===== config.mk =====
export PLATFORM = sky130hd
export DESIGN_NAME = pssc_regs
export DESIGN_NICKNAME = d
export VERILOG_FILES = /design/src/rtl/pssc_pkg.sv /design/src/rtl/pssc_regs.sv /design/src/rtl/pssc_sat_counter.sv
export VERILOG_INCLUDE_DIRS = /design/src /design/src/rtl
export SDC_FILE = /design/constraint.sdc
export NUM_CORES = 1
export LEC_CHECK = 0
export BUFFER_PORTS_ARGS = -buffer_cell sky130_fd_sc_hd__buf_2
export CORE_ASPECT_RATIO = 0.6
export CORE_UTILIZATION = 50
export DETAILED_ROUTE_END_ITERATION = 12
export PLACE_DENSITY = 0.78
export SLEW_MARGIN = 0
export SYNTH_ARGS = -nofsm -noshare
export SYNTH_HDL_FRONTEND = slang
export SYNTH_HIERARCHICAL = 1
export SYNTH_SLANG_ARGS = --single-unit
export TNS_END_PERCENT = 1

===== constraint.sdc =====
create_clock -name clk_sys -period 1.9 [get_ports clk_sys]
set_input_delay 0 -clock clk_sys [delete_from_list [all_inputs] [get_ports clk_sys]]
set_output_delay 0 -clock clk_sys [all_outputs]
set_load 0.05 [all_outputs]

===== src/rtl/pssc_cfg.svh =====
/*
 * Constants of the PHY status summary and false carrier counter block:
 * register offsets, field positions, reset values and timing counts.
 * Assumes it is included by its bare name from rtl/ and verification/ files.
 */
// Overview of operation
// - Jabber bit 5 only carries meaning at 10 Mb/s; reads zero at 100.
// - Bit 5 mirrors the basic status jabber flag; summary reads never clear it.
// - Bit 4 is one once auto-negotiation completed, zero otherwise; resets to zero.
// - Bit 2 is one for full duplex, zero for half duplex.
// - Duplex and speed come from negotiation result, or forced settings without it.
// - Bit 1 is one at 10 Mb/s, zero at 100 Mb/s.
// - Bit 0 mirrors the basic status link flag; summary reads never clear it.
// - Bit 0 is one with valid link at 10 or 100, zero without link.
// - Counter bits 7:0 increment once per false carrier event.
// - The false carrier count sticks at its maximum instead of wrapping.
// - Counter bits 15:8 ignore writes and always read zero.
// - The count is read-only, resets to zero, and clears when read.
`ifndef PSSC_CFG_SVH
`define PSSC_CFG_SVH

// ----------------------------------------
// Register map
// ----------------------------------------
`define PSSC_ADDR_W        5
`define PSSC_DATA_W        16
`define PSSC_OFF_SUMMARY   5'h10
`define PSSC_OFF_FC_COUNT  5'h14
`define PSSC_OFF_INT_STAT  5'h1A
`define PSSC_OFF_INT_MASK  5'h1B

// ----------------------------------------
// Field positions and widths
// ----------------------------------------
`define PSSC_SUM_W         6
`define PSSC_FC_W          8
`define PSSC_INT_W         4

// ----------------------------------------
// Reset values and limits
// ----------------------------------------
`define PSSC_SUM_RST       6'h00
`define PSSC_FC_RST        8'h00
`define PSSC_FC_MAX        8'hFF
`define PSSC_INT_RST       4'h0
`define PSSC_DATA_ZERO     16'h0000

// ----------------------------------------
// Timing
// ----------------------------------------
`define PSSC_RD_LATENCY    1

`endif


===== src/rtl/pssc_pkg.sv =====
/*
 * Types shared by the PHY status summary block.
 * Assumes pssc_cfg.svh is on the include path.
 */
`include "pssc_cfg.svh"

package pssc_pkg;

	// ----------------------------------------
	// Register port request
	// ----------------------------------------
	typedef struct packed {
		logic [`PSSC_ADDR_W-1:0] addr;
		logic [`PSSC_DATA_W-1:0] wdata;
		logic                    wr;
		logic                    rd;
	} pssc_bus_t;

	// ----------------------------------------
	// Conditions from PCS, negotiation and link monitor
	// ----------------------------------------
	typedef struct packed {
		logic jabber;
		logic an_enable;
		logic an_complete;
		logic an_full_duplex;
		logic an_speed10;
		logic forced_full_duplex;
		logic forced_speed10;
		logic loopback;
		logic link_ok;
	} pssc_src_t;

	// ----------------------------------------
	// Summary bits 5:0, msb first
	// ----------------------------------------
	typedef struct packed {
		logic jabber;
		logic an_complete;
		logic loopback;
		logic full_duplex;
		logic speed10;
		logic link;
	} pssc_sum_t;

	// ----------------------------------------
	// Interrupt sources, bit 3 down to bit 0
	// ----------------------------------------
	typedef struct packed {
		logic an_done;
		logic jabber;
		logic false_carrier;
		logic link_chg;
	} pssc_int_t;

endpackage


===== src/rtl/pssc_regs.sv =====
/*
 * PHY status summary register, clear-on-read false carrier counter and
 * a small interrupt status and mask pair, on a plain strobe register port.
 * Assumes all source conditions and the event pulse come from logic on
 * clk_sys, and that read and write strobes are single cycles, never both.
 */
`timescale 1ns/1ps
`include "pssc_cfg.svh"

module pssc_regs
	import pssc_pkg::*;
#(
	parameter int FC_W = `PSSC_FC_W
) (
	input  wire logic                    clk_sys,
	input  wire logic                    nrst,
	input  wire pssc_bus_t               bus,
	output logic      [`PSSC_DATA_W-1:0] rdata,
	input  wire pssc_src_t               src,
	input  wire logic                    false_carrier_evt,
	output logic                         irq
);

	// ----------------------------------------
	// Decode
	// ----------------------------------------
	logic sel_sum;
	logic sel_fc;
	logic sel_ist;
	logic sel_imk;
	logic rd_fc;
	logic wr_ist;
	logic wr_imk;

	assign sel_sum = (bus.addr == `PSSC_OFF_SUMMARY);
	assign sel_fc  = (bus.addr == `PSSC_OFF_FC_COUNT);
	assign sel_ist = (bus.addr == `PSSC_OFF_INT_STAT);
	assign sel_imk = (bus.addr == `PSSC_OFF_INT_MASK);
	assign rd_fc   = bus.rd && sel_fc;
	assign wr_ist  = bus.wr && sel_ist;
	assign wr_imk  = bus.wr && sel_imk;

	// ----------------------------------------
	// Status summary
	// ----------------------------------------
	pssc_sum_t sum_r;
	pssc_sum_t sum_nxt;
	logic      speed10_sel;
	logic      duplex_sel;

	always_comb begin
		// Negotiated result wins only when negotiation is in use
		speed10_sel = src.an_enable ? src.an_speed10 : src.forced_speed10;
		duplex_sel  = src.an_enable ? src.an_full_duplex : src.forced_full_duplex;
		sum_nxt             = sum_r;
		// Gated so a stale jabber at 100 Mb/s cannot mislead software
		sum_nxt.jabber      = src.jabber && speed10_sel;
		sum_nxt.an_complete = src.an_complete;
		sum_nxt.loopback    = src.loopback;
		sum_nxt.full_duplex = duplex_sel;
		sum_nxt.speed10     = speed10_sel;
		sum_nxt.link        = src.link_ok;
		// No bus term here: summary reads and writes leave it alone
	end

	always_ff @(posedge clk_sys or negedge nrst) begin
		if (!nrst) begin
			sum_r <= `PSSC_SUM_RST;
		end else begin
			sum_r <= sum_nxt;
		end
	end

	// ----------------------------------------
	// False carrier counter
	// ----------------------------------------
	logic [FC_W-1:0] fc_count;

	pssc_sat_counter #(
		.WIDTH (FC_W)
	) u_fc_cnt (
		.clk_sys (clk_sys),
		.nrst    (nrst),
		.inc     (false_carrier_evt),
		.clr     (rd_fc),
		.count   (fc_count)
	);

	// ----------------------------------------
	// Interrupt status and mask
	// ----------------------------------------
	pssc_int_t int_st_r;
	pssc_int_t int_st_nxt;
	pssc_int_t int_mk_r;
	pssc_int_t int_mk_nxt;
	pssc_int_t int_ev;
	logic      link_prev_r;
	logic      link_prev_nxt;
	logic      jab_prev_r;
	logic      jab_prev_nxt;
	logic      an_prev_r;
	logic      an_prev_nxt;

	always_comb begin
		link_prev_nxt        = sum_r.link;
		jab_prev_nxt         = sum_r.jabber;
		an_prev_nxt          = sum_r.an_complete;
		int_ev.link_chg      = sum_r.link ^ link_prev_r;
		int_ev.false_carrier = false_carrier_evt;
		int_ev.jabber        = sum_r.jabber && !jab_prev_r;
		int_ev.an_done       = sum_r.an_complete && !an_prev_r;
		int_st_nxt           = int_st_r;
		if (wr_ist) begin
			int_st_nxt = int_st_r & ~bus.wdata[`PSSC_INT_W-1:0];
		end
		// Set after clear, so a same-cycle event is kept
		int_st_nxt = int_st_nxt | int_ev;
		int_mk_nxt = int_mk_r;
		if (wr_imk) begin
			int_mk_nxt = bus.wdata[`PSSC_INT_W-1:0];
		end
	end

	always_ff @(posedge clk_sys or negedge nrst) begin
		if (!nrst) begin
			int_st_r    <= `PSSC_INT_RST;
			int_mk_r    <= `PSSC_INT_RST;
			link_prev_r <= 1'b0;
			jab_prev_r  <= 1'b0;
			an_prev_r   <= 1'b0;
		end else begin
			int_st_r    <= int_st_nxt;
			int_mk_r    <= int_mk_nxt;
			link_prev_r <= link_prev_nxt;
			jab_prev_r  <= jab_prev_nxt;
			an_prev_r   <= an_prev_nxt;
		end
	end

	assign irq = |(int_st_r & int_mk_r);

	// ----------------------------------------
	// Read data
	// ----------------------------------------
	logic [`PSSC_DATA_W-1:0] rdata_r;
	logic [`PSSC_DATA_W-1:0] rdata_nxt;

	always_comb begin
		rdata_nxt = `PSSC_DATA_ZERO;
		if (bus.rd) begin
			case (1'b1)
				sel_sum: begin
					rdata_nxt[`PSSC_SUM_W-1:0] = sum_r;
				end
				sel_fc: begin
					// Upper byte has no storage behind it
					rdata_nxt[FC_W-1:0] = fc_count;
				end
				sel_ist: begin
					rdata_nxt[`PSSC_INT_W-1:0] = int_st_r;
				end
				sel_imk: begin
					rdata_nxt[`PSSC_INT_W-1:0] = int_mk_r;
				end
				default: begin
					rdata_nxt = `PSSC_DATA_ZERO;
				end
			endcase
		end
	end

	always_ff @(posedge clk_sys or negedge nrst) begin
		if (!nrst) begin
			rdata_r <= `PSSC_DATA_ZERO;
		end else begin
			rdata_r <= rdata_nxt;
		end
	end

	assign rdata = rdata_r;
endmodule


===== src/rtl/pssc_sat_counter.sv =====
/*
 * Saturating event counter with synchronous clear.
 * Assumes inc and clr come from logic on clk_sys.
 */
`timescale 1ns/1ps

module pssc_sat_counter #(
	parameter int WIDTH = 8
) (
	input  wire logic             clk_sys,
	input  wire logic             nrst,
	input  wire logic             inc,
	input  wire logic             clr,
	output logic      [WIDTH-1:0] count
);

	localparam logic [WIDTH-1:0] CNT_MAX = {WIDTH{1'b1}};
	localparam logic [WIDTH-1:0] CNT_ONE = {{(WIDTH-1){1'b0}}, 1'b1};

	logic [WIDTH-1:0] count_r;
	logic [WIDTH-1:0] count_nxt;

	// ----------------------------------------
	// Next count
	// ----------------------------------------
	always_comb begin
		count_nxt = count_r;
		if (clr) begin
			// Event in the clearing cycle still counts
			count_nxt = inc ? CNT_ONE : '0;
		end else if (inc && (count_r != CNT_MAX)) begin
			count_nxt = count_r + CNT_ONE;
		end
		// Saturated count simply holds
	end

	always_ff @(posedge clk_sys or negedge nrst) begin
		if (!nrst) begin
			count_r <= '0;
		end else begin
			count_r <= count_nxt;
		end
	end

	assign count = count_r;
endmodule


==> impl_metrics.csv <==
group,metric,value,unit
sta,final.setup_skew,0.00802,ns
power_and_ir_drop,power-per-cell-area,957,mW/mm^2
setup_path,ff_to_ff_path_depth,4,
drt,iteration_0_drc_count_of_the_detailed_router,98,
sta,finalWorstPathRequiredPeriod,1.53,ns
global_route,first_global_vias,1207,
die,placement_rows,15,
min_path,hold_path_class,"input port to register",
die,total_die_area,0.00341,mm^2
clock_tree,cts.reportedPaths.clkPinSlew,0.07,ns
drt,drc_errors,0,
min_path,hold_path_depth,2,
setup_path,crit_path_end_kind,"register",
global_route,largest_net_degree_at_the_start_of_global_routing,34,
clock_tree,cts.root.buffer_cell,"sky130_fd_sc_hd__clkbuf_8",
sta,final_hold_viol_count,0,
synthesis,synth-edff-count,0,
setup_path,cp.required,2.05,ns
flow_run,max_cap_violation_count,0,
placed_design,placed_cell_area,0.00173,mm^2
status,status,"finished clean",
placed_design,routability_congestion_estimate,0.829,
placed_design,worst_slack_after_detailed_placement,0.374,ns
min_path,whs_endpoint,"rdata[0]",
global_route,grt_antenna_before_repair,0,
synthesis,avgSynthCellArea,11.8,um^2
sta,max_freq,655,MHz
setup_path,r2r_slack,0.37,ns
setup_path,cp-start-kind,"register",
setup_path,timing.rr.end,"u_fc_cnt/count[5]",
clock_tree,htreeDepth,2,
global_route,gr-total-overflow,0,
clock_tree,clk_latency,0.28,ns
die,core-area,0.00295,mm^2
clock_tree,clockBufferDepth,2,
placed_design,post-dp-hpwl,2300,um
drt,ant_nets,0,
min_path,hp-start,"bus[0]",
sta,layout_worst_path_cycle_share,80.3,%
global_route,grt_use_total,22.9,%
synthesis,synth_async_sr_flop_share,100,%
drt,total_routed_wirelength,3340,um
layout,post-route-util,66.1,%
synthesis,share_of_synthesized_area_occupied_by_flip_flops_and_latches,52.0,%
synthesis,syn_area,0.00159,mm^2
sta,totalNegativeSetupSlack,0,ns
sta,setup_repair_after_global_routing_missed_its_margin,"false",
layout,nNetsFinal,216,
synthesis,postSynthRegisterBits,33,
layout,antennaDiodeCount,0,
synthesis,netlist-cell-type-count,45,
layout,fraction_of_layout_cells_with_a_size_suffix_above_1,26.7,%
power_and_ir_drop,vdd_ir_drop_max,0.454,mV
drt,vias_per_cell,5.36,
sta,final_slew_violations,0,
synthesis,yosys_most_used_dff,"sky130_fd_sc_hd__dfrtp_1",
layout,final_area,0.00195,mm^2
layout,syn_to_final_growth,22.6,%
sta,finalSetupViolations,0,
placed_design,dpl.cell_count,202,
placed_design,placement.io_buffers,31,
clock_tree,cts_tree,"yes",
synthesis,postSynthCellCount,135,
sta,worst_slew_margin_rel,51.5,%
drt,dr.pass1.iters,4,
die,boundaryPins,52,
die,die_height,45.7,um
die,fp.dieW,74.8,um
setup_path,timing_worst_setup_path_type,"register to register",
global_route,grt_pass1_wl,5490,um
drt,routed_wire_per_std_cell,15.1,um
power_and_ir_drop,p_leak,0.914,nW
synthesis,ys_warns,6,
drt,dr_total_vias,1191,
layout,fin_cells,222,
sta,worst-slew-pin-transition,0.727,ns
clock_tree,tritoncts_num_sinks,33,
sta,worst_slack,0.374,ns
setup_path,worst_ep_arrival_time,1.68,ns
setup_path,rr_startpoint,"u_fc_cnt/count[0]",
die,starting_density_of_the_core,53.9,%
clock_tree,numCtsBuffers,5,
setup_path,crit_path_max_fanout,5,
[power breakdown]
part	switching, mW	internal, mW
Combinational	0.223	0.174
Clock	0.235	0.287
Sequential	0.142	0.801
[registers in the layout, indices dropped and copies added (netlist names)]
register        cells
an_prev_nxt         1
jab_prev_r          1
an_prev_r           1
rdata               8
jab_prev_nxt        1
int_mk_r            4
sum_r               3
link_prev_r         1
link_prev_nxt       1
u_fc_cnt/count      8
int_st_r            4
[routing by layer]
metal  wire length (um)  track usage (%)  vias up
met1               1530             28.0      579
li1                   -                -      573
met3                193             8.85        5
met4                 30             4.91        0
met2               1590             39.1       34
met5                  0                0        -
[critical path, cell delays in order (launching register included)]
cell                        delay (ns)
sky130_fd_sc_hd__dfrtp_1          0.44
sky130_fd_sc_hd__ha_1             0.25
sky130_fd_sc_hd__and3_1           0.24
sky130_fd_sc_hd__a2111oi_2        0.38
sky130_fd_sc_hd__nor3b_1          0.09
[repair_timing]
action	4_1_cts	5_1_grt
hold buffers	13	0
gates resized for setup	0	0
setup buffers	0	0
endpoints found under the hold margin	43	0
[placed cells by master (no fill, tap or decap), types with 2 or more instances in the layout]
master / Yosys / routed
sky130_fd_sc_hd__dlygate4sd3_1: 0 / 13
sky130_fd_sc_hd__a211o_1: 2 / 2
sky130_fd_sc_hd__clkbuf_8: 0 / 6
sky130_fd_sc_hd__conb_1: 1 / 8
sky130_fd_sc_hd__nand4b_1: 2 / 2
sky130_fd_sc_hd__inv_1: 4 / 4
sky130_fd_sc_hd__nor2_1: 2 / 2
sky130_fd_sc_hd__buf_2: 1 / 31
sky130_fd_sc_hd__o22ai_1: 4 / 4
sky130_fd_sc_hd__o311a_1: 4 / 4
sky130_fd_sc_hd__a221o_1: 2 / 2
sky130_fd_sc_hd__mux2i_1: 7 / 7
sky130_fd_sc_hd__nand2b_1: 5 / 5
sky130_fd_sc_hd__mux2_2: 6 / 6
sky130_fd_sc_hd__dfrtp_1: 33 / 33
sky130_fd_sc_hd__or3_1: 2 / 2
sky130_fd_sc_hd__o21ai_0: 2 / 2
sky130_fd_sc_hd__nor2b_1: 7 / 7
sky130_fd_sc_hd__a22oi_1: 2 / 2
sky130_fd_sc_hd__and3_1: 3 / 3
sky130_fd_sc_hd__nand2_1: 5 / 5
sky130_fd_sc_hd__a21oi_1: 5 / 5
sky130_fd_sc_hd__and2_1: 3 / 3
[synth_stat cells (3+ instances only)]
cell | number | share of area (%)
sky130_fd_sc_hd__mux2i_1 | 7 | 4.4
sky130_fd_sc_hd__nand2_1 | 5 | 1.2
sky130_fd_sc_hd__nor2b_1 | 7 | 2.8
sky130_fd_sc_hd__o22ai_1 | 4 | 1.6
sky130_fd_sc_hd__mux2_2 | 6 | 4.3
sky130_fd_sc_hd__o311a_1 | 4 | 2.5
sky130_fd_sc_hd__and3_1 | 3 | 1.2
sky130_fd_sc_hd__dfrtp_1 | 33 | 52
sky130_fd_sc_hd__nand2b_1 | 5 | 2.0
sky130_fd_sc_hd__and2_1 | 3 | 1.2
sky130_fd_sc_hd__a21oi_1 | 5 | 1.6
sky130_fd_sc_hd__inv_1 | 4 | 0.95
sky130_fd_sc_hd__buf_4 | 9 | 4.3
[layout make-up]
class	count	area (um^2)
timing repair buffer	44	285
clock buffer	7	86.3
multi-input combinational	92	682
tap	42	52.6
inverter	4	15.0
sequential	33	826
fill	243	1000
[stage by stage]
stage / power, mW / hold slack (ns)
floorplan: 1.22 / -0.296
global placement: 1.29 / 0.0790
detailed placement: 1.33 / 0.0919
CTS: 1.87 / 0.00852
global route: 1.97 / 0.0181
finish: 1.86 / 0.00829
[worst max path at each step]
| stage | start | to | slack, ns | depth (start not counted) |
|---|---|---|---|---|
| 2_1_floorplan | u_fc_cnt/count[0] | u_fc_cnt/count[5] | 0.52 | 4 |
| 3_3_place_gp | u_fc_cnt/count[0] | u_fc_cnt/count[5] | 0.45 | 4 |
| 3_5_place_dp | u_fc_cnt/count[0] | u_fc_cnt/count[5] | 0.37 | 4 |
| 4_1_cts | u_fc_cnt/count[0] | u_fc_cnt/count[5] | 0.36 | 4 |
| 5_1_grt | u_fc_cnt/count[0] | u_fc_cnt/count[5] | 0.29 | 4 |
| 6_report | u_fc_cnt/count[0] | u_fc_cnt/count[5] | 0.37 | 4 |
[logic make-up (layout without fill, tap and decap cells)]
kind of cell             count (synthesis)  in the layout  share of synthesized area, %
adder cells (fa/ha/maj)                  1              1                         0.788
AND/OR/NAND/NOR                         40             40                          16.7
AO/OA/AOI/OAI                           29             29                          14.3
XOR/XNOR                                 1              1                         0.552
multiplexers                            13             13                          8.67
other                                    1              8                         0.236
buffers and inverters                   17             55                          6.70
flip-flops                              33             33                          52.0
Note: power is estimated with default switching activity, not from simulation.
